**config.mk**
```make
export PLATFORM = sky130hd
export DESIGN_NAME = ictim_core
export DESIGN_NICKNAME = d
export VERILOG_FILES = /design/src/verilog/ictim_pkg.sv /design/src/verilog/ictim_table.sv /design/src/verilog/ictim_sync.sv /design/src/verilog/ictim_core.sv
export SDC_FILE = /design/constraint.sdc
export NUM_CORES = 1
export LEC_CHECK = 0
export BUFFER_PORTS_ARGS = -buffer_cell sky130_fd_sc_hd__buf_2
export CAP_MARGIN = 20
export CELL_PAD_IN_SITES_DETAIL_PLACEMENT = 1
export CELL_PAD_IN_SITES_GLOBAL_PLACEMENT = 2
export CORE_MARGIN = 2
export CORE_UTILIZATION = 32
export DETAILED_ROUTE_END_ITERATION = 6
export PLACE_DENSITY = 0.77
export SLEW_MARGIN = 20
export SYNTH_ARGS = -nofsm -noshare
export SYNTH_HDL_FRONTEND = slang
export SYNTH_SLANG_ARGS = --single-unit
```
**constraint.sdc**
```tcl
create_clock -name clk_in -period 2.6 [get_ports clk_in]
set_input_delay 0.65 -clock clk_in [delete_from_list [all_inputs] [get_ports clk_in]]
set_output_delay 0.65 -clock clk_in [all_outputs]
set_load 0.01 [all_outputs]
```
**src/verilog/ictim_pkg.sv**
```systemverilog
// Package: operation codes and cycle-count constants for the instruction timing block
package ictim_pkg;

	// Operation classes accepted on the request port
	localparam logic [5:0] OP_BRANCH_COND = 6'h00;
	localparam logic [5:0] OP_UNCOND_BRANCH = 6'h01;
	localparam logic [5:0] OP_BRANCH_SUB = 6'h02;
	localparam logic [5:0] OP_DEC_BRANCH_LOOP = 6'h03;
	localparam logic [5:0] OP_BOUNDS_CHECK = 6'h04;
	localparam logic [5:0] OP_SW_TRAP = 6'h05;
	localparam logic [5:0] OP_OVERFLOW_TRAP = 6'h06;
	localparam logic [5:0] OP_JUMP = 6'h07;
	localparam logic [5:0] OP_SUB_JUMP = 6'h08;
	localparam logic [5:0] OP_ADDR_LOAD = 6'h09;
	localparam logic [5:0] OP_ADDR_PUSH = 6'h0a;
	localparam logic [5:0] OP_MULTI_LOAD = 6'h0b;
	localparam logic [5:0] OP_MULTI_STORE = 6'h0c;
	localparam logic [5:0] OP_EXTENDED = 6'h0d;
	localparam logic [5:0] OP_MEM_COMPARE = 6'h0e;
	localparam logic [5:0] OP_DECIMAL = 6'h0f;
	localparam logic [5:0] OP_IMM_TO_STATUS = 6'h10;
	localparam logic [5:0] OP_RET_EXCEPTION = 6'h11;
	localparam logic [5:0] OP_RET_SUB = 6'h12;
	localparam logic [5:0] OP_STOP = 6'h13;
	localparam logic [5:0] OP_NO_OPERATION = 6'h14;
	localparam logic [5:0] OP_RESET_LINE = 6'h15;
	localparam logic [5:0] OP_FRAME_LINK = 6'h16;
	localparam logic [5:0] OP_FRAME_UNLINK = 6'h17;
	localparam logic [5:0] OP_LOAD_STATUS = 6'h18;
	localparam logic [5:0] OP_READ_STATUS = 6'h19;
	localparam logic [5:0] OP_USP_MOVE = 6'h1a;
	localparam logic [5:0] OP_PERIPH_MOVE = 6'h1b;
	localparam logic [5:0] OP_EXC_BUS_ERROR = 6'h1c;
	localparam logic [5:0] OP_EXC_INTERRUPT = 6'h1d;
	localparam logic [5:0] OP_EXC_GENERIC = 6'h1e;
	localparam logic [5:0] OP_EXC_DIV_ZERO = 6'h1f;

	// Size codes
	localparam logic [1:0] SZ_BYTE = 2'h0;
	localparam logic [1:0] SZ_WORD = 2'h1;
	localparam logic [1:0] SZ_LONG = 2'h2;

	// Bus cycle length in clocks, and width of the clock total
	localparam logic [3:0] BUS_CYCLE_CLKS = 4'h4;
	localparam int CW = 12;
	localparam int BW = 8;

	// Start-up sequence after reset and halt are released
	localparam logic [CW-1:0] STARTUP_CLKS = 12'h040;
	localparam logic [BW-1:0] STARTUP_READS = 8'h0c;

endpackage

```
**src/verilog/ictim_table.sv**
```systemverilog
// Lookup of total clocks, reads and writes for one operation class
`timescale 1ns/1ns
module ictim_table (
	input wire logic [5:0] op_in,
	input wire logic [1:0] size_in,
	input wire logic alt_in,
	input wire logic cond_in,
	input wire logic mem_in,
	input wire logic [4:0] nregs_in,
	output logic [ictim_pkg::CW-1:0] clks_out,
	output logic [ictim_pkg::BW-1:0] reads_out,
	output logic [ictim_pkg::BW-1:0] writes_out,
	output logic add_ea_out
);

	logic [ictim_pkg::CW-1:0] n8;
	logic [ictim_pkg::CW-1:0] n16;
	logic [ictim_pkg::BW-1:0] n2;
	logic [ictim_pkg::BW-1:0] n4;
	logic lng;

	// Register-count scaled terms for the multi-register moves
	assign n8 = {4'h0, nregs_in, 3'h0};
	assign n16 = {3'h0, nregs_in, 4'h0};
	assign n2 = {2'h0, nregs_in, 1'h0};
	assign n4 = {1'h0, nregs_in, 2'h0};
	assign lng = (size_in == ictim_pkg::SZ_LONG);

	// Per-class totals; alt selects the second table column, cond the taken/true case
	always_comb begin
		clks_out = 12'h008;
		reads_out = 8'h02;
		writes_out = 8'h00;
		add_ea_out = 1'b0;
		unique case (op_in)
			ictim_pkg::OP_BRANCH_COND: begin
				if (cond_in) begin
					clks_out = 12'h012; reads_out = 8'h04;
				end else if (size_in == ictim_pkg::SZ_BYTE) begin
					clks_out = 12'h00c; reads_out = 8'h02;
				end else begin
					clks_out = 12'h014; reads_out = 8'h04;
				end
			end
			ictim_pkg::OP_UNCOND_BRANCH: begin
				clks_out = 12'h012; reads_out = 8'h04;
			end
			ictim_pkg::OP_BRANCH_SUB: begin
				clks_out = 12'h022; reads_out = 8'h04; writes_out = 8'h04;
			end
			ictim_pkg::OP_DEC_BRANCH_LOOP: begin
				// alt set means the loop branches back
				if (alt_in) begin
					clks_out = 12'h012; reads_out = 8'h04;
				end else if (cond_in) begin
					clks_out = 12'h014; reads_out = 8'h04;
				end else begin
					clks_out = 12'h01a; reads_out = 8'h06;
				end
			end
			ictim_pkg::OP_BOUNDS_CHECK: begin
				if (cond_in) begin
					clks_out = 12'h044; reads_out = 8'h08; writes_out = 8'h06; add_ea_out = 1'b1;
				end else begin
					clks_out = 12'h00e; reads_out = 8'h02;
				end
			end
			ictim_pkg::OP_SW_TRAP: begin
				clks_out = 12'h03e; reads_out = 8'h08; writes_out = 8'h06;
			end
			ictim_pkg::OP_OVERFLOW_TRAP: begin
				if (cond_in) begin
					clks_out = 12'h042; reads_out = 8'h0a; writes_out = 8'h06;
				end else begin
					clks_out = 12'h008; reads_out = 8'h02;
				end
			end
			ictim_pkg::OP_JUMP: begin
				clks_out = 12'h010; reads_out = 8'h04;
			end
			ictim_pkg::OP_SUB_JUMP: begin
				clks_out = 12'h020; reads_out = 8'h04; writes_out = 8'h04;
			end
			ictim_pkg::OP_ADDR_LOAD: begin
				clks_out = 12'h008; reads_out = 8'h02;
			end
			ictim_pkg::OP_ADDR_PUSH: begin
				clks_out = 12'h018; reads_out = 8'h02; writes_out = 8'h04;
			end
			ictim_pkg::OP_MULTI_LOAD: begin
				clks_out = 12'h018 + (lng ? n16 : n8);
				reads_out = 8'h06 + (lng ? n4 : n2);
			end
			ictim_pkg::OP_MULTI_STORE: begin
				clks_out = 12'h010 + (lng ? n16 : n8);
				reads_out = 8'h04;
				writes_out = lng ? n4 : n2;
			end
			ictim_pkg::OP_EXTENDED: begin
				if (!mem_in) begin
					clks_out = lng ? 12'h00c : 12'h008;
				end else if (size_in == ictim_pkg::SZ_BYTE) begin
					clks_out = 12'h016; reads_out = 8'h04; writes_out = 8'h01;
				end else if (!lng) begin
					clks_out = 12'h032; reads_out = 8'h06; writes_out = 8'h02;
				end else begin
					clks_out = 12'h03a; reads_out = 8'h0a; writes_out = 8'h04;
				end
			end
			ictim_pkg::OP_MEM_COMPARE: begin
				if (size_in == ictim_pkg::SZ_BYTE) begin
					clks_out = 12'h010; reads_out = 8'h04;
				end else if (!lng) begin
					clks_out = 12'h018; reads_out = 8'h06;
				end else begin
					clks_out = 12'h028; reads_out = 8'h0a;
				end
			end
			ictim_pkg::OP_DECIMAL: begin
				if (mem_in) begin
					clks_out = 12'h014; reads_out = 8'h04; writes_out = 8'h01;
				end else begin
					clks_out = 12'h00a;
				end
			end
			ictim_pkg::OP_IMM_TO_STATUS: begin
				clks_out = 12'h020; reads_out = 8'h06;
			end
			ictim_pkg::OP_RET_EXCEPTION: begin
				clks_out = 12'h028; reads_out = 8'h0a;
			end
			ictim_pkg::OP_RET_SUB: begin
				clks_out = 12'h020; reads_out = 8'h08;
			end
			ictim_pkg::OP_STOP: begin
				clks_out = 12'h004; reads_out = 8'h00;
			end
			ictim_pkg::OP_NO_OPERATION: begin
				clks_out = 12'h008;
			end
			ictim_pkg::OP_RESET_LINE: begin
				clks_out = 12'h088;
			end
			ictim_pkg::OP_FRAME_LINK: begin
				clks_out = 12'h020; reads_out = 8'h04; writes_out = 8'h04;
			end
			ictim_pkg::OP_FRAME_UNLINK: begin
				clks_out = 12'h018; reads_out = 8'h06;
			end
			ictim_pkg::OP_LOAD_STATUS: begin
				clks_out = 12'h012; reads_out = 8'h04; add_ea_out = mem_in;
			end
			ictim_pkg::OP_READ_STATUS: begin
				if (mem_in) begin
					clks_out = 12'h010; writes_out = 8'h02; add_ea_out = 1'b1;
				end else begin
					clks_out = 12'h00a;
				end
			end
			ictim_pkg::OP_USP_MOVE: begin
				clks_out = 12'h008;
			end
			ictim_pkg::OP_PERIPH_MOVE: begin
				// alt set means register to memory
				clks_out = lng ? 12'h020 : 12'h018;
				if (alt_in) begin
					reads_out = 8'h04; writes_out = lng ? 8'h04 : 8'h02;
				end else begin
					reads_out = lng ? 8'h08 : 8'h06;
				end
			end
			ictim_pkg::OP_EXC_BUS_ERROR: begin
				clks_out = 12'h05e; reads_out = 8'h08; writes_out = 8'h0e;
			end
			ictim_pkg::OP_EXC_INTERRUPT: begin
				clks_out = 12'h048; reads_out = 8'h09; writes_out = 8'h06;
			end
			ictim_pkg::OP_EXC_GENERIC: begin
				clks_out = 12'h03e; reads_out = 8'h08; writes_out = 8'h06;
			end
			ictim_pkg::OP_EXC_DIV_ZERO: begin
				clks_out = 12'h042; reads_out = 8'h08; writes_out = 8'h06; add_ea_out = 1'b1;
			end
			default: begin
				clks_out = 12'h008;
			end
		endcase
	end

endmodule // ictim_table

```
**src/verilog/ictim_sync.sv**
```systemverilog
// Two-stage synchroniser for pin inputs
`timescale 1ns/1ns
module ictim_sync #(
	parameter int W = 2
) (
	input wire logic clk_in,
	input wire logic rstn_in,
	input wire logic [W-1:0] d_in,
	output logic [W-1:0] q_out
);

	logic [W-1:0] s1_r;
	logic [W-1:0] s2_r;

	// First stage feeds only the second
	always_ff @(posedge clk_in or negedge rstn_in) begin
		if (!rstn_in) begin
			s1_r <= '0;
			s2_r <= '0;
		end else begin
			s1_r <= d_in;
			s2_r <= s1_r;
		end
	end

	assign q_out = s2_r;

endmodule // ictim_sync

```
**src/verilog/ictim_core.sv**
```systemverilog
// Cycle-accurate bus occupancy sequencer for the processor timing model
`timescale 1ns/1ns
module ictim_core (
	input wire logic clk_in,
	input wire logic rstn_in,
	input wire logic reset_pin_n_in,
	input wire logic halt_pin_n_in,
	input wire logic req_in,
	input wire logic [5:0] op_in,
	input wire logic [1:0] size_in,
	input wire logic alt_in,
	input wire logic cond_in,
	input wire logic mem_in,
	input wire logic index_long_in,
	input wire logic [4:0] nregs_in,
	input wire logic [ictim_pkg::CW-1:0] ea_clks_in,
	input wire logic [ictim_pkg::BW-1:0] ea_reads_in,
	input wire logic wait_in,
	output logic ready_out,
	output logic running_out,
	output logic bus_read_out,
	output logic bus_write_out,
	output logic bus_idle_out,
	output logic done_out,
	output logic [ictim_pkg::CW-1:0] total_out
);

	typedef enum logic [4:0] {
		ICT_HOLD = 5'h01,
		ICT_START = 5'h02,
		ICT_IDLE = 5'h04,
		ICT_BUSY = 5'h08,
		ICT_WRAP = 5'h10
	} ictim_state_t;

	ictim_state_t state_r, state_nxt;
	logic [ictim_pkg::CW-1:0] clk_left_r, clk_left_nxt;
	logic [ictim_pkg::BW-1:0] rd_left_r, rd_left_nxt;
	logic [ictim_pkg::BW-1:0] wr_left_r, wr_left_nxt;
	logic [3:0] phase_r, phase_nxt;
	logic cyc_write_r, cyc_write_nxt;
	logic [ictim_pkg::CW-1:0] total_r, total_nxt;
	logic ready_r, ready_nxt;
	logic running_r, running_nxt;
	logic rd_o_r, rd_o_nxt;
	logic wr_o_r, wr_o_nxt;
	logic idle_o_r, idle_o_nxt;
	logic done_r, done_nxt;
	logic [1:0] pins_sync;
	logic [ictim_pkg::CW-1:0] t_clks;
	logic [ictim_pkg::BW-1:0] t_reads;
	logic [ictim_pkg::BW-1:0] t_writes;
	logic t_add_ea;
	logic [ictim_pkg::CW-1:0] bus_clks;

	// Reset and halt pins come from outside the clock domain
	ictim_sync #(.W(2)) u_sync (
		.clk_in(clk_in),
		.rstn_in(rstn_in),
		.d_in({reset_pin_n_in, halt_pin_n_in}),
		.q_out(pins_sync)
	);

	// Timing lookup; the index size is deliberately not an input of it
	ictim_table u_table (
		.op_in(op_in),
		.size_in(size_in),
		.alt_in(alt_in),
		.cond_in(cond_in),
		.mem_in(mem_in),
		.nregs_in(nregs_in),
		.clks_out(t_clks),
		.reads_out(t_reads),
		.writes_out(t_writes),
		.add_ea_out(t_add_ea)
	);

	// Clocks spent in bus cycles for a given count of cycles
	function automatic logic [ictim_pkg::CW-1:0] bus_time(input logic [ictim_pkg::BW-1:0] cycles);
		bus_time = {2'h0, cycles, 2'h0};
	endfunction

	// Index width accepted but unused: indexed modes cost the same either way
	logic unused_index;
	assign unused_index = index_long_in;

	// Sequencer: bus cycles first, internal idle clocks after them
	always_comb begin
		state_nxt = state_r;
		clk_left_nxt = clk_left_r;
		rd_left_nxt = rd_left_r;
		wr_left_nxt = wr_left_r;
		phase_nxt = phase_r;
		cyc_write_nxt = cyc_write_r;
		total_nxt = total_r;
		ready_nxt = 1'b0;
		running_nxt = running_r;
		rd_o_nxt = 1'b0;
		wr_o_nxt = 1'b0;
		idle_o_nxt = 1'b0;
		done_nxt = 1'b0;
		bus_clks = '0;
		unique case (state_r)
			ICT_HOLD: begin
				// Wait until both pins are first seen negated
				if (pins_sync == 2'h3) begin
					state_nxt = ICT_START;
					clk_left_nxt = ictim_pkg::STARTUP_CLKS;
					rd_left_nxt = ictim_pkg::STARTUP_READS;
					wr_left_nxt = '0;
					phase_nxt = '0;
					total_nxt = '0;
				end
			end
			ICT_START, ICT_BUSY: begin
				if (phase_r != 4'h0) begin
					// Inside a bus cycle; wait states stretch the last clock
					rd_o_nxt = !cyc_write_r;
					wr_o_nxt = cyc_write_r;
					total_nxt = total_r + 12'h001;
					if (phase_r == ictim_pkg::BUS_CYCLE_CLKS && wait_in) begin
						phase_nxt = phase_r;
					end else begin
						phase_nxt = (phase_r == ictim_pkg::BUS_CYCLE_CLKS) ? 4'h0 : phase_r + 4'h1;
						clk_left_nxt = clk_left_r - 12'h001;
					end
				end else if (rd_left_r != '0 || wr_left_r != '0) begin
					// Open a new cycle; reads before writes
					cyc_write_nxt = (rd_left_r == '0);
					if (rd_left_r != '0) begin
						rd_left_nxt = rd_left_r - 8'h01;
					end else begin
						wr_left_nxt = wr_left_r - 8'h01;
					end
					rd_o_nxt = (rd_left_r != '0);
					wr_o_nxt = (rd_left_r == '0);
					phase_nxt = 4'h2;
					clk_left_nxt = clk_left_r - 12'h001;
					total_nxt = total_r + 12'h001;
				end else if (clk_left_r != '0) begin
					// Remaining clocks drive no bus transfer
					idle_o_nxt = 1'b1;
					clk_left_nxt = clk_left_r - 12'h001;
					total_nxt = total_r + 12'h001;
				end else begin
					state_nxt = ICT_WRAP;
				end
				if (phase_r == 4'h0 && rd_left_r == '0 && wr_left_r == '0 && clk_left_r == '0) begin
					done_nxt = 1'b1;
					running_nxt = (state_r == ICT_START) ? 1'b1 : running_r;
				end
			end
			ICT_WRAP: begin
				state_nxt = ICT_IDLE;
				ready_nxt = 1'b1;
			end
			ICT_IDLE: begin
				ready_nxt = 1'b1;
				if (req_in) begin
					// Totals include addressing time when flagged
					state_nxt = ICT_BUSY;
					ready_nxt = 1'b0;
					if (t_add_ea) begin
						clk_left_nxt = t_clks + ea_clks_in;
						rd_left_nxt = t_reads + ea_reads_in;
					end else begin
						clk_left_nxt = t_clks;
						rd_left_nxt = t_reads;
					end
					wr_left_nxt = t_writes;
					phase_nxt = '0;
					total_nxt = '0;
				end
			end
			default: begin
				state_nxt = ICT_HOLD;
			end
		endcase
		if (!pins_sync[1]) begin
			// External reset restarts the start-up sequence
			state_nxt = ICT_HOLD;
			running_nxt = 1'b0;
			ready_nxt = 1'b0;
		end
	end

	// Register stage for the sequencer and its outputs
	always_ff @(posedge clk_in or negedge rstn_in) begin
		if (!rstn_in) begin
			state_r <= ICT_HOLD;
			clk_left_r <= '0;
			rd_left_r <= '0;
			wr_left_r <= '0;
			phase_r <= '0;
			cyc_write_r <= 1'b0;
			total_r <= '0;
			ready_r <= 1'b0;
			running_r <= 1'b0;
			rd_o_r <= 1'b0;
			wr_o_r <= 1'b0;
			idle_o_r <= 1'b0;
			done_r <= 1'b0;
		end else begin
			state_r <= state_nxt;
			clk_left_r <= clk_left_nxt;
			rd_left_r <= rd_left_nxt;
			wr_left_r <= wr_left_nxt;
			phase_r <= phase_nxt;
			cyc_write_r <= cyc_write_nxt;
			total_r <= total_nxt;
			ready_r <= ready_nxt;
			running_r <= running_nxt;
			rd_o_r <= rd_o_nxt;
			wr_o_r <= wr_o_nxt;
			idle_o_r <= idle_o_nxt;
			done_r <= done_nxt;
		end
	end

	assign ready_out = ready_r;
	assign running_out = running_r;
	assign bus_read_out = rd_o_r;
	assign bus_write_out = wr_o_r;
	assign bus_idle_out = idle_o_r;
	assign done_out = done_r;
	assign total_out = total_r;

endmodule // ictim_core

```
== Word level (Yosys, flattened, before mapping) ==
Cells that the tools add are included.
Cells by class
  add/subtract/negate cells: 10
  multiply operators: 0
  div/mod/pow operators: 0
  magnitude comparators: 0
  equality and inequality tests: 53
  shifts and indexed selects: 0
  mux-type cells: 102
  bitwise operators: 1
  reductions and logical operators: 36
Operators with widths (count)
  $pmux 12 s23: 1
  $mux 12: 17
  $mux 8: 19
  $pmux 8 s15: 1
  $eq 6x5->1 const B: 14
  $pmux 12 s3: 2
  $pmux 8 s9: 1
  $mux 4: 12
  $pmux 8 s3: 2
  $mux 5: 9
  $eq 6x4->1 const B: 7
  $add 5x12->12 const A: 2
  $eq 6x3->1 const B: 4
  $mux 1: 21
  $mux 7: 3
  $ne 3x3->1 const B: 7
  $pmux 5 s4: 1
  $ne 2x2->1 const B: 9
  $logic_not 8->1: 2
  $reduce_bool 8->1: 2
  $sub 8x1->8 const B: 2
  $mux 3: 5
  $reduce_and 5->1: 3
  $add 12x1->12 const B: 1
  39 further kinds: 55
Storage, ports and cells
  flip-flop bits (word level): 60
  latch bits: 0
  memory bits (writable): 0
  memory bits (read-only): 0
  input port bits: 43
  output and inout bits: 18
  logic and storage cells: 217
  memories kept: 0

== Logic depth before layout (Yosys ltp) ==
Gate-level depths: netlist of the first run.
  word-level depth: 9
  gate-level depth with buffers: 19
  mapped depth without buffers: 16

== Modules after synthesis ==
A second synthesis of the first run with hierarchy kept.
Second synthesis, totals
  cell total of the unflattened synthesis: 762
  area total of the unflattened synthesis: 6075.8 sq um
By module, submodules not included
  ictim_core: times used 1, cells an instance 504, area each 4287.9 sq um, sequential area each 1402.6 sq um
  ictim_table: times used 1, cells an instance 254, area each 1687.9 sq um, sequential area each 0.0 sq um
  ictim_sync: times used 1, cells an instance 4, area each 100.1 sq um, sequential area each 100.1 sq um

== Worst setup path before layout of the first run ==
No wires, ideal clock.
  path type: in2reg
  start: input op_in[1]
  end: register clk_left_r[8] (netlist name)
  setup time: 0.138 ns
  data arrival time: 3.950 ns
  required time: 2.462 ns
  path slack: -1.488 ns
  cell stages on the path: 16
  buffers on the path: 1
  cells stage by stage: clkbuf_1 > and2_1 > nand3_2 > a21oi_1 > or3_1 > or3_1 > nor4b_1 > o21ai_1 > ha_1 > a21oi_1 > a41oi_1 > o22a_1 > a2111oi_2 > nor3_1 > xnor2_1 > o221ai_1
On the way
  word-level cells in the longest chain between the ends: 7
  elaborated cells between the ends (all ways): 39
  those cells by class: add/sub: 1; eq/ne: 28; mux: 5; reduce/logical: 5
Ends and longest elaborated chain
  from (decl): line ictim_core.sv:9  | input wire logic [5:0] op_in,
  $eq 6x4->1 (tied with other cells): line ictim_table.sv:35  | unique case (op_in)
  $reduce_or 4->1 (no source line) / $reduce_or 2->1 (equally long branches)
  $pmux 12 s23: line ictim_table.sv:35
  $add 12x12->12: line ictim_core.sv:164  | clk_left_nxt = t_clks + ea_clks_in;
  $mux 12 *: line ictim_core.sv:163  | if (t_add_ea) begin
  $mux 12 *: line ictim_core.sv:159  | if (req_in) begin
  $pmux 12 s3 *: line ictim_core.sv:103  | unique case (state_r)
  to (signal assigned): line ictim_core.sv:205  | clk_left_r <= clk_left_nxt;
  to (decl): line ictim_core.sv:37  | logic [ictim_pkg::CW-1:0] clk_left_r, clk_left_nxt;
Mark *: on every way between the ends. The rest lies on a longest branch, timed or not. The select of a mux whose other input is x is not followed.
A chain may end at the register's enable or synchronous reset.

== Final worst setup path of the first run ==
  start: input op_in[0]
  end: register clk_left_r[8] (netlist name)
Same word-level chain as after synthesis.

==> results of run 1 <==
through the flow:
stage          hold slack, ns  utilization, %  total power, W  area (µm²)  TNS, ns
2_1_floorplan           0.331               -         0.00251        5710   -13.86
3_3_place_gp            0.333            44.6         0.00343        7420   -20.90
3_5_place_dp            0.336            44.6         0.00356        7420   -23.01
4_1_cts                 0.163            50.8         0.00510        8460   -11.95
5_1_grt                 0.174            55.8         0.00599        9290   -16.74
6_report                0.170            55.8         0.00566        9290   -13.94
power breakdown:
| part | leakage [nW] | switching [W] | internal, W |
|---|---|---|---|
| Combinational | 3.17 | 0.00168 | 0.00158 |
| Sequential | 0.797 | 0.000113 | 0.00106 |
| Clock | 0.149 | 0.000437 | 0.000791 |
layout make-up:
| class | count | share of cell area, % |
|---|---|---|
| timing repair buffer | 305 | 26.3 |
| multi-input combinational | 578 | 50.2 |
| inverter | 27 | 1.10 |
| clock inverter | 4 | 0.512 |
| tap | 220 | 2.96 |
| sequential | 60 | 16.2 |
| clock buffer | 12 | 2.76 |
cell usage after synthesis (3+ instances only):
| cell | count |
|---|---|
| and3_1 | 9 |
| a21o_1 | 7 |
| ha_1 | 22 |
| a31oi_1 | 14 |
| xnor2_1 | 18 |
| o21ai_1 | 5 |
| clkbuf_1 | 22 |
| o31ai_1 | 5 |
| nand4_1 | 5 |
| a221oi_1 | 3 |
| nand3b_1 | 3 |
| nor2b_1 | 13 |
| nor2_1 | 73 |
| nand2_1 | 59 |
| nor3b_1 | 4 |
| o41ai_1 | 3 |
| dfrtp_1 | 59 |
| xor2_1 | 16 |
| or2_2 | 4 |
| o211ai_1 | 3 |
| nand2b_1 | 23 |
| a21oi_1 | 49 |
| and4_1 | 3 |
| o22a_1 | 5 |
| buf_2 | 11 |
| a211o_1 | 4 |
| nand3_1 | 17 |
| nor4b_1 | 4 |
| o21ai_0 | 54 |
| a211oi_1 | 3 |
| o21bai_1 | 4 |
| o22ai_1 | 9 |
| mux2i_1 | 9 |
| nor4_1 | 13 |
| a32oi_1 | 5 |
| o21a_1 | 3 |
| inv_1 | 26 |
| a22oi_1 | 7 |
| or3_1 | 12 |
| nor3_1 | 22 |
| a22o_1 | 7 |
| o221ai_1 | 3 |
| and2_1 | 9 |
logic make-up after synthesis:
group,count (synthesis),synth area share (%)
compound gates,219,26.8
xor+xnor,34,5.43
fa+ha+maj,26,6.14
buf+inv,64,4.84
flops,60,27.4
mux,10,1.85
simple gates,289,27.6
layer usage:
metal	wire length (µm)	GRT usage, %	vias to the layer above	part of all wire [%]
li1	-	-	3157	-
met1	11200	34.7	3491	42
met2	13100	44.8	308	49
met3	1440	3.49	82	5.4
met4	1090	9.65	0	4.0
met5	0	0	-	0
repair_timing:
item	CTS	global route
setup endpoints to repair	25	40
endpoints found under the hold margin	0	0
pin swaps	43	65
setup buffers	23	38
cloned	2	3
resized for setup	114	110
flip-flops by register name, indices dropped and copies added (netlist names):
register,cells
running_out,1
clk_left_r,12
total_out,12
u_sync.s1_r,2
bus_read_out,1
cyc_write_r,1
u_sync.q_out,2
wr_left_r,8
state_r,5
ready_out,1
bus_write_out,1
phase_r,4
done_out,1
rd_left_r,8
bus_idle_out,1
how the worst max path moves through the flow:
stage,startpoint,end,cells after the start,slack [ns]
finish,op_in[0],clk_left_r[8]$_DFFE_PN0P_,16,-1.07
global route,op_in[0],clk_left_r[8]$_DFFE_PN0P_,16,-1.14
CTS,op_in[0],clk_left_r[8]$_DFFE_PN0P_,16,-0.96
detailed placement,op_in[0],clk_left_r[8]$_DFFE_PN0P_,18,-1.50
global placement,size_in[0],clk_left_r[10]$_DFFE_PN0P_,17,-1.45
floorplan,op_in[0],clk_left_r[6]$_DFFE_PN0P_,16,-1.13
worst max-delay path: cells and delay by family:
kind	cells	cell delay [ns]
buf+inv	1	0.10
xor+xnor	1	0.24
compound gates	7	1.30
fa+ha+maj	1	0.29
simple gates	6	1.30
cells in the final DEF (no fill, tap or decap), types with 10 or more instances in the layout:
| cell | instances |
|---|---|
| xor2_1 | 15 |
| a31oi_1 | 11 |
| buf_2 | 53 |
| nand3_1 | 15 |
| xnor2_2 | 11 |
| buf_6 | 36 |
| nor3_1 | 17 |
| o21ai_0 | 42 |
| nor2_1 | 64 |
| a21oi_1 | 31 |
| inv_1 | 20 |
| nand2b_1 | 18 |
| buf_4 | 205 |
| a21oi_2 | 13 |
| nand2_1 | 53 |
| dfrtp_1 | 59 |
| ha_4 | 11 |
| o21ai_1 | 11 |
| clkbuf_16 | 10 |
==> impl_results.md, run 1 <==
* Drt drc at 0
* Clk sinks at 60
* Initial Utilization at roughly a third
* EDFF count, synth at 0
* Fin cells at 1,206
* Worst slew margin at between 50% and 60%
* Filler cells at 1,922
* Max-cap violations at 0
* Site row count at between 40 and 50
* Fin. Hold Viols at 0
* Synth Warn # at 0
* Via count at slightly above 7,000
* Final WL at ~27 mm
* Req. time, crit path at ~2.8 ns
* Slew Limit Fails at 0
* Die ar. at 18,200 µm²
* Cells after synthesis at between 700 and 800
* Nets at 1,048
* Async SR Flop Fraction at 100%
* Endpoint class of the critical path: flop
* Crit Path Class: input port to flop
* Unique masters post-synth at between 80 and 90
* Maximum VDD drop at between 0.3 and 0.4 mV
* Mapped cell area at 5490 µm²
* Die Y at between 100 and 150 µm
* Max clock buf depth at 2
* Worst-case reg-to-reg path depth at 12
* Clock tree from TritonCTS: yes
* Syn-to-layout area delta at 69.3%
* Cts bufs inserted at 9
* Die width at 135 µm
* Initial antenna violation count at 0
* Boundary Pins at between 60 and 70
* Dpl cells at ~1,100
* Worst-Skew Late Latency at approximately 0.33 ns
* DR pass1 iterations at 5
* Vias in the first global route at 7,060
* Reg clk slew, reported paths at about 0.050 ns
* Max Fclk at ~0.27 GHz
* WL/cell at about 22 µm
* Fin crit period at between 3 and 4 ns
* Setup-failing EPs final at 25
* Core ar. at approximately 17,000 µm²
* Origin of the critical flop-to-flop path: rd_left_r[1]$_DFFE_PN0P_
* Largest net degree at the start of global routing at 35
* Power Density at slightly above 600 nW/µm²
* Final Wtd Congestion at 0.922
* Yosys top cell area share at 26.9%
* Ant diodes at 0
* CP arrival at slightly below 4 ns
* Total track usage at a little over a quarter
* Gr ovfl total at 0
* Sequential cell area at 1500 µm²
* Setup Skew at about 0.0045 ns
* Buffers on Ports at 59
* FF+latch count, synth at 60
* Synth top area cells: dfrtp_1, ha_1, nor2_1
* Primary FF master, synth: dfrtp_1
* Status: complete, but fails checks
* Syn avg cell area at a little under 8 µm²
* Hold Crit Class: input port to asynchronous set/reset pin
* Area of the multi-input gates at roughly 4700 µm²
* Root Driver: clkbuf_16
* Setup WS pre-CTS at -1.50 ns
* Slew of the pin with the lowest slew margin at between 0.6 and 0.7 ns
* Final worst setup slack at -1.07 ns
* Period utilization at 141%
* Startpoint Class: input port
* CTS HTree Levels at 3
* Slowest CP cell: a2111oi_4
* 1st-iter DRT viols at between 400 and 500
* Synth area leader: dfrtp_1
* Post-DP HPWL at ~18 mm
* Failing checks: setup timing
* First-pass GRT wire length at around 38 mm
* Mapped Nets at 769
* Reg-to-Reg End: clk_left_r[11]$_DFFE_PN0P_
* Crit-path cells: buf_8 > and2_4 > nand3_4 > a21oi_2 > or3_1 > or3_4 > nor4b_4 > o21ai_2 > ha_4 > a21oi_4 > a41oi_2 > o22a_1 > a2111oi_4 > nor3_2 > xnor2_2 > o221ai_1
* CP Max Fanout at 3
* Setup slack, reg-to-reg at -0.20 ns
* Critical path's largest stage delay at about 0.45 ns
* Antenna-violating nets left at 0
* DR vias/cell at a little under 6
* Sequential area share after synthesis at between 20% and 30%
* Hold Buf Count CTS at 0
* RSZ-0062 raised after global routing: true
* Leakage power at approximately 4.1 nW
* Layout cells sized above 1 at between 40% and 50%
(Power assumes the default switching activity.)
==> run 2, diff against run 1 <==
--- a/config.mk
+++ b/config.mk
@@ -5,14 +5,15 @@
 export SDC_FILE = /design/constraint.sdc
 export NUM_CORES = 1
 export LEC_CHECK = 0
+export ABC_AREA = 1
 export BUFFER_PORTS_ARGS = -buffer_cell sky130_fd_sc_hd__buf_2
 export CAP_MARGIN = 20
 export CELL_PAD_IN_SITES_DETAIL_PLACEMENT = 1
 export CELL_PAD_IN_SITES_GLOBAL_PLACEMENT = 2
-export CORE_MARGIN = 2
-export CORE_UTILIZATION = 32
+export CORE_MARGIN = 5
+export CORE_UTILIZATION = 29
 export DETAILED_ROUTE_END_ITERATION = 6
-export PLACE_DENSITY = 0.77
+export PLACE_DENSITY = 0.84
 export SLEW_MARGIN = 20
 export SYNTH_ARGS = -nofsm -noshare
 export SYNTH_HDL_FRONTEND = slang
==> run 2 against run 1 <==
Net effect:
- sequential cell count unchanged
- hold slack better by 0.14 ns
- first-iteration DRC count decreased by 34%
- global-route usage shrank 6.0 points
- critical path depth up 4
- synthesized cell count rose by 21%
- non-clock buffer count fell by 18
- maximum frequency rose by 16%
- sequential power up 20%
- critical path type unchanged
- clock power fell by 8%
- final cell count rose by 14%
- the flow still finishes with violations (setup timing)
- area after synthesis is 0.46% lower
==> impl_results.md, run 2 <==
* Status: complete, but fails checks
* Failing checks: setup timing
* Worst-Skew Late Latency at 0.33 ns (about the same)
* Synth area leader: dfrtp_1
* Sw power at 0.00233 W (+4.7%)
* Mapped Nets at 918 (+19%)
* Reg clk slew, reported paths at 0.06 ns (about the same)
* Unique masters post-synth at 53 (-37%)
* Power Density at 602 nW/µm² (-1.3%)
* Clock tree from TritonCTS: yes
* Largest family of logic cells by synthesized area: simple AND/OR/NAND/NOR gates
* Filler cells at 2,434 (+27%)
* Fin util at 47.3% (-8.5 points)
* 1st-iter DRT viols at 328 (-34%)
* RSZ-0062 raised after global routing: true
* WL/cell at 17.0 µm (-23%)
* Primary FF master, synth: dfrtp_1
* Max-cap violations at 0 (unchanged)
* Core ar. at 18,600 µm² (+12%)
* Ant diodes at 0 (unchanged)
* Boundary Pins at 61 (unchanged)
* Post-Synth Adder-Cell Area at 5.77% (-0.36 points)
* P_int at 0.00297 W (-13%)
* Total negative slack at -7.02 ns (+6.92 ns)
* Post-synthesis mux area share at 0% (-1.8 points)
* Clock Power Share at 21.3% (-0.4 points)
* First-pass GRT wire length at 36.5 mm (-3.8%)
* Most common cell after layout, fill and taps aside: buf_4
* Layout cells sized above 1 at 40.9% (-7.7 points)
* Comb pwr share at 51.9% (-5.6 points)
* CTS HTree Levels at 3 (unchanged)
* Dpl cells at 1,303 (+16%)
* FF+latch count, synth at 60 (unchanged)
* Gr ovfl total at 0 (unchanged)
* Vias in the first global route at 7,226 (+2.4%)
* EDFF count, synth at 0 (unchanged)
* Largest net degree at the start of global routing at 61 (+74%)
* Syn-to-layout area delta at 61.4%
* Cells after synthesis at 851 (+21%)
* Final worst setup slack at -0.569 ns (+0.505 ns)
* Synth top area cells: dfrtp_1, nand2_1, inv_1
* Fin cells at 1,374 (+14%)
* Clk sinks at 60 (unchanged)
* Most frequent cells in the layout: buf_4, nand2_1, inv_1, nor2_1, nand3_1
* Final Wtd Congestion at 0.925 (+0.33%)
* Yosys top cell area share at 27.0% (+0.12 points)
* Req. time, crit path at 2.82 ns (+0.02 ns)
* Syn avg cell area at 6.42 µm² (-18%)
* DR pass1 iterations at 4 (-1)
* Maximum VDD drop at 0.477 mV (+35%)
* Leakage power at 4.52 nW (+9.9%)
* Flop pwr share at 26.8% (+6.0 points)
* Synth cell count leaders: nand2_1, inv_1, nor2_1
* Slew of the pin with the lowest slew margin at 0.627 ns (+0.0147 ns)
* Fraction of synthesized cell area in xor and xnor cells at 2.25% (-3.2 points)
* Setup-failing EPs final at 17 (-32%)
* Endpoint class of the critical path: flop
* Initial Utilization at 29.3% (-3.7 points)
* Final WL at 23.4 mm (-13%)
* Die Y at 147 µm (+9.1%)
* CP Max Fanout at 8 (+5)
* Startpoint Class: input port
* Via count at 6,952 (-1.2%)
* Post-DP HPWL at 17.0 mm (-2.9%)
* Hold Crit Class: input port to asynchronous set/reset pin
* CP arrival at 3.39 ns (-0.48 ns)
* Total track usage at 20.6% (-6.0 points)
* Initial antenna violation count at 0 (unchanged)
* Top-count cell post-synth: nand2_1
* Die ar. at 21,700 µm² (+19%)
* Synth Warn # at 0 (unchanged)
* Worst slew margin at 58.1% (-0.080 points)
* Fin crit period at 3.17 ns (-0.505 ns)
* Die width at 147 µm (+9.1%)
* Root Driver: clkbuf_16
* Fin. Hold Viols at 0 (unchanged)
* Switching Fraction at 44.0% (+4.6 points)
* Buffers on Ports at 59 (unchanged)
* Mapped cell area at 5460 µm² (-0.46%)
* WHS at 0.307 ns (+0.138 ns)
* Antenna-violating nets left at 0 (unchanged)
* DR vias/cell at 5.06 (-13%)
* Post-synthesis compound-gate area fraction at 15.2% (-12 points)
* Async SR Flop Fraction at 100% (unchanged)
* Crit Path Class: input port to flop
* Slew Limit Fails at 0 (unchanged)
* Max Fclk at 0.316 GHz (+16%)
* Nets at 1,202 (+15%)
* Period utilization at 122% (-19 points)
* Max clock buf depth at 2 (unchanged)
* Total power at 0.00530 W (-6.3%)
* Drt drc at 0 (unchanged)
* Fraction of the mapped netlist area in simple logic gates at 38.7% (+11 points)
* Sequential area share after synthesis at 27.5% (+0.13 points)
* Site row count at 50 (+6.4%)
* Setup Skew at 0.00936 ns (+0.00484 ns)
* Cts bufs inserted at 9 (unchanged)
[run 2: cell count changes after synthesis, moves of 13 or more]
| cell | change |
|---|---|
| nand2_1 | +117 |
| nor2_1 | +32 |
| clkbuf_1 | -16 |
| inv_1 | +99 |
| nand3_1 | +71 |
| xnor2_1 | -13 |
| nand2b_1 | -23 |
[run 2: layer usage]
| metal | global-route usage [%] | up-vias | share of wire [%] |
|---|---|---|---|
| li1 | - | 3398 | - |
| met4 | 6.62 | 0 | 3.1 |
| met3 | 2.10 | 48 | 2.4 |
| met2 | 37.0 | 114 | 51 |
| met5 | 0 | - | 0 |
| met1 | 25.8 | 3392 | 44 |
[run 2: final cells by class]
class	instances	area, µm²	area share [%]
Clock inverter	4	25.0	0.284
Multi-Input combinational cell	642	4010	45.5
Sequential cell	60	1500	17.0
Inverter	135	529	6.00
Clock buffer	12	256	2.91
Tap cell	234	293	3.32
Timing Repair Buffer	287	2200	24.9
[run 2: what timing repair did]
action                     CTS  global route
setup endpoints to repair   22            25
pin swaps                   48            44
setup buffers               39            19
resized for setup          107            69
hold buffers                 0             0
[run 2: cell families after synthesis]
group	Yosys count
adder cells (fa/ha/maj)	24
buffers and inverters	149
AO/OA/AOI/OAI	140
XOR/XNOR	14
flip-flops	60
AND/OR/NAND/NOR	464
[run 2: power groups by stage]
stage               Sequential [W]  Combinational, W  Clock [W]
detailed placement         0.00142           0.00236          0
CTS                        0.00141           0.00258    0.00116
finish                     0.00142           0.00275    0.00113
floorplan                  0.00137           0.00156          0
global route               0.00146           0.00305    0.00120
global placement           0.00141           0.00228          0
[run 2: final timing paths]
path / end / slack [ns] / cells after the start / startpoint
setup / recovery: rd_left_r[6]$_DFFE_PN0P_ / -0.57 / 20 / op_in[5]
hold / removal: rd_left_r[0]$_DFFE_PN0P_ / 0.31 / 2 / rstn_in
setup reg to reg: clk_left_r[6]$_DFFE_PN0P_ / 0.16 / 12 / state_r[2]$_DFFE_PN0P_
hold reg to reg: u_sync.q_out[0]$_DFF_PN0_ / 0.36 / 0 / u_sync.s1_r[0]$_DFF_PN0_
max in group asynchronous: state_r[0]$_DFFE_PN1P_ / 1.96 / 2 / rstn_in
min in group clk_in: u_sync.q_out[0]$_DFF_PN0_ / 0.36 / 0 / u_sync.s1_r[0]$_DFF_PN0_
[run 2: through the flow]
| stage | area, µm² | setup slack [ns] |
|---|---|---|
| floorplan | 5610 | -0.416 |
| global placement | 7430 | -0.886 |
| detailed placement | 7430 | -0.952 |
| CTS | 8420 | -0.436 |
| global route | 8810 | -0.730 |
| finish | 8810 | -0.569 |
[run 2: critical path, stage by stage]
cell and delay (ns):
buf_8 0.09, nor2_4 0.04, buf_12 0.14, nand3_1 0.18, nor2_1 0.08, nand2_1 0.07
o31ai_1 0.10, a31oi_1 0.24, nand4_1 0.26, buf_4 0.22, buf_4 0.13, fa_2 0.38
a31oi_4 0.16, o21bai_1 0.08, a21oi_1 0.18, nand2_1 0.08, nand2_1 0.07, o2111ai_1 0.10
o21ai_1 0.09, inv_1 0.05
==> run 3, diff against run 2 <==
--- a/config.mk
+++ b/config.mk
@@ -13,8 +13,9 @@
 export CORE_MARGIN = 5
 export CORE_UTILIZATION = 29
 export DETAILED_ROUTE_END_ITERATION = 6
-export PLACE_DENSITY = 0.84
+export PLACE_DENSITY = 0.85
 export SLEW_MARGIN = 20
 export SYNTH_ARGS = -nofsm -noshare
 export SYNTH_HDL_FRONTEND = slang
+export SYNTH_HIERARCHICAL = 1
 export SYNTH_SLANG_ARGS = --single-unit
==> run 3 against run 2 <==
Net effect:
- the run still ends with setup timing left
- sequential cell count unchanged
- total power is 19% lower
- combinational power decreased by 28%
- clock skew is 0.00062 ns lower
- hold slack improved by 0.020 ns
- sequential share of layout area down 0.65 points
==> impl_results.md, run 3 <==
* Status: complete, but fails checks
* Failing checks: setup timing
* Fin util at 43.6% (-3.7 points)
* 1st-iter DRT viols at 262 (-20%)
* Fin. Hold Viols at 0 (unchanged)
* Final worst setup slack at -0.160 ns (+0.409 ns)
* Worst slew margin at 56.7% (-1.4 points)
* Via count at 7,387 (+6.3%)
* First-pass GRT wire length at 37.1 mm (+1.5%)
* Total track usage at 18.4% (-2.1 points)
* Slowest CP cell: ha_4
* Syn-to-layout area delta at 48.0%
* Core ar. at 21,000 µm² (+13%)
* Hold Buf Count CTS at 0 (unchanged)
* WL/cell at 16.2 µm (-5.0%)
* Placed inst area at 7690 µm² (+3.5%)
* Most common cell after layout, fill and taps aside: nand2_1
* Slew Limit Fails at 0 (unchanged)
* Primary FF master, synth: dfrtp_1
* Final Wtd Congestion at 0.893 (-3.5%)
* Post-Layout Inst Area at 9170 µm² (+4.0%)
* Synth Warn # at 6 (+6)
* Max clock buf depth at 2 (unchanged)
* Drt drc at 0 (unchanged)
* Slew of the pin with the lowest slew margin at 0.649 ns (+0.0224 ns)
* Syn avg cell area at 6.17 µm² (-3.9%)
* Final WL at 24.3 mm (+3.6%)
* Vias in the first global route at 7,709 (+6.7%)
* Crit Path Class: input port to flop
* Synth area leader: dfrtp_1
* Top-count cell post-synth: nand2_1
* Layout cells sized above 1 at 37.3% (-3.5 points)
* DR pass1 iterations at 5 (+1)
* Antenna-violating nets left at 0 (unchanged)
* Synth top area cells: dfrtp_1, nand2_1, nor2_1
* Mapped cell area at 6190 µm² (+13%)
* Ant diodes at 0 (unchanged)
* CP Max Fanout at 7 (-1)
* DR vias/cell at 4.93 (-2.6%)
* RSZ-0062 raised after global routing: true
* Unique masters post-synth at 50 (-5.7%)
* Site row count at 53 (+6.0%)
* Fin crit period at 2.76 ns (-0.409 ns)
* CTS HTree Levels at 3 (unchanged)
* Largest net degree at the start of global routing at 36 (-41%)
* Sequential area share after synthesis at 24.3% (-3.3 points)
* Critical path's largest stage delay at 0.38 ns (about the same)
* Clk sinks at 60 (unchanged)
* Req. time, crit path at 2.88 ns (+0.06 ns)
* Synth cell count leaders: nand2_1, nor2_1, inv_1
* CP arrival at 3.04 ns (-0.35 ns)
* Cells after synthesis at 1,004 (+18%)
* Reg clk slew, reported paths at 0.05 ns (about the same)
* Max Fclk at 0.362 GHz (+15%)
* Buffers on Ports at 59 (unchanged)
* Setup Skew at 0.00874 ns (-0.000615 ns)
* Cts bufs inserted at 9 (unchanged)
* Die width at 156 µm (+6.1%)
* Nets at 1,291 (+7.4%)
* Reg-to-Reg End: wr_left_r[0]$_DFFE_PN0P_
* Clock tree from TritonCTS: yes
* FF+latch count, synth at 60 (unchanged)
* Worst-case reg-to-reg path depth at 8 (-4)
* Initial antenna violation count at 0 (unchanged)
* Startpoint Class: input port
* Max-cap violations at 0 (unchanged)
* EDFF count, synth at 0 (unchanged)
* Crit-path cells: buf_6 > inv_4 > nor2_4 > buf_6 > buf_8 > nand3_4 > nand2_4 > nor2_4 > nand2_1 > nor2_1 > nand3b_1 > ha_4 > nand2_2 > nand2_2 > nand2_2 > nand2_2 > inv_2 > a21o_1 > nand3_1 > nand2_1 > nand2_1 > nand2_1 > nand2_1
* Power Density at 468 nW/µm² (-22%)
* Async SR Flop Fraction at 100% (unchanged)
* Post-DP HPWL at 17.0 mm (about the same)
* Origin of the critical flop-to-flop path: state_r[0]$_DFFE_PN1P_
* Yosys top cell area share at 23.8% (-3.2 points)
* Endpoint class of the critical path: flop
* Maximum VDD drop at 0.396 mV (-17%)
* Period utilization at 106% (-16 points)
* Total negative slack at -1.51 ns (+5.51 ns)
* Gr ovfl total at 0 (unchanged)
* Worst path most repeated cell: nand2_1
* Die Y at 156 µm (+6.1%)
* Leakage power at 4.67 nW (+3.2%)
* Worst-Skew Late Latency at 0.34 ns (about the same)
* Initial Utilization at 29.5% (+0.17 points)
* Setup-failing EPs final at 16 (-1)
* Hold Crit Class: input port to asynchronous set/reset pin
* Die ar. at 24,400 µm² (+12%)
* Setup slack, reg-to-reg at 0.50 ns (+0.34 ns)
* Most frequent cells in the layout: nand2_1, buf_4, nor2_1, inv_1, nand3_1
* Boundary Pins at 61 (unchanged)
* Root Driver: clkbuf_16
[run 3: changes by cell type after synthesis, moves of 9 or more]
| cell | delta |
|---|---|
| xor2_1 | +10 |
| a31oi_1 | -10 |
| a21oi_1 | -10 |
| nand2_1 | +110 |
| nor2_1 | +36 |
| o21ai_1 | +9 |
| nor3_1 | -17 |
| o21ai_2 | +9 |
| nand3_1 | +11 |
| o31ai_1 | +13 |
[run 3: per-stage QoR]
stage / hold slack (ns) / instances / power [W] / worst slack [ns]
finish: 0.327 / 1499 / 0.00429 / -0.160
global route: 0.366 / 1499 / 0.00463 / -0.288
CTS: 0.352 / 1485 / 0.00418 / -0.0337
detailed placement: 0.344 / 1442 / 0.00288 / -0.685
global placement: 0.334 / 1442 / 0.00283 / -0.630
floorplan: 0.331 / 1007 / 0.00238 / -0.00922
[run 3: logic make-up after synthesis]
logic type / count (synthesis) / synth area share (%)
flip-flops: 60 / 24.3
buffers and inverters: 155 / 10.4
AND/OR/NAND/NOR: 602 / 43.2
XOR/XNOR: 23 / 3.25
AO/OA/AOI/OAI: 134 / 12.7
other: 1 / 0.0606
adder cells (fa/ha/maj): 29 / 6.10
[run 3: worst max-delay path by stage]
stage / startpoint / endpoint / slack [ns] / cells past startpoint
after floorplan: op_in[2] / clk_left_r[6]$_DFFE_PN0P_ / -0.009 / 20
after global placement: op_in[3] / clk_left_r[6]$_DFFE_PN0P_ / -0.63 / 21
after detailed placement: op_in[2] / clk_left_r[6]$_DFFE_PN0P_ / -0.69 / 21
after CTS: size_in[0] / clk_left_r[10]$_DFFE_PN0P_ / -0.03 / 19
after global routing: op_in[5] / rd_left_r[6]$_DFFE_PN0P_ / -0.29 / 21
final: op_in[4] / clk_left_r[7]$_DFFE_PN0P_ / -0.16 / 23
[run 3: worst max-delay path, delay by kind of cell]
kind	cells	cell delay (ns)
AO/OA/AOI/OAI	1	0.18
adder cells (fa/ha/maj)	1	0.38
buffers and inverters	5	0.48
AND/OR/NAND/NOR	16	1.33
[run 3: report_power, final]
part	switching, W	internal, W	leakage (nW)
clock network	0.000468	0.000668	0.135
registers	0.000112	0.00106	0.806
logic	0.00123	0.000745	3.73
[run 3: what timing repair did]
action / in CTS / in global routing
pin swaps: 44 / 82
endpoints found under the setup margin: 18 / 18
gates cloned: 0 / 1
buffers inserted: 27 / 14
resized for setup: 98 / 128
[run 3: routing by layer]
layer	vias up	GRT usage, %	wire length (µm)
met5	-	0	0
met4	0	4.50	511
met3	32	2.50	726
met2	118	33.0	12400
met1	3567	23.4	10600
li1	3670	-	-
[run 3: final cells by class]
cell class / count / area, µm²
Clock inverter: 6 / 38.8
Fill cell: 2671 / 11900
Clock buffer: 10 / 239
Multi-Input combinational cell: 793 / 4840
Inverter: 134 / 522
Sequential cell: 60 / 1500
Timing Repair Buffer: 221 / 1680
Tap cell: 275 / 344
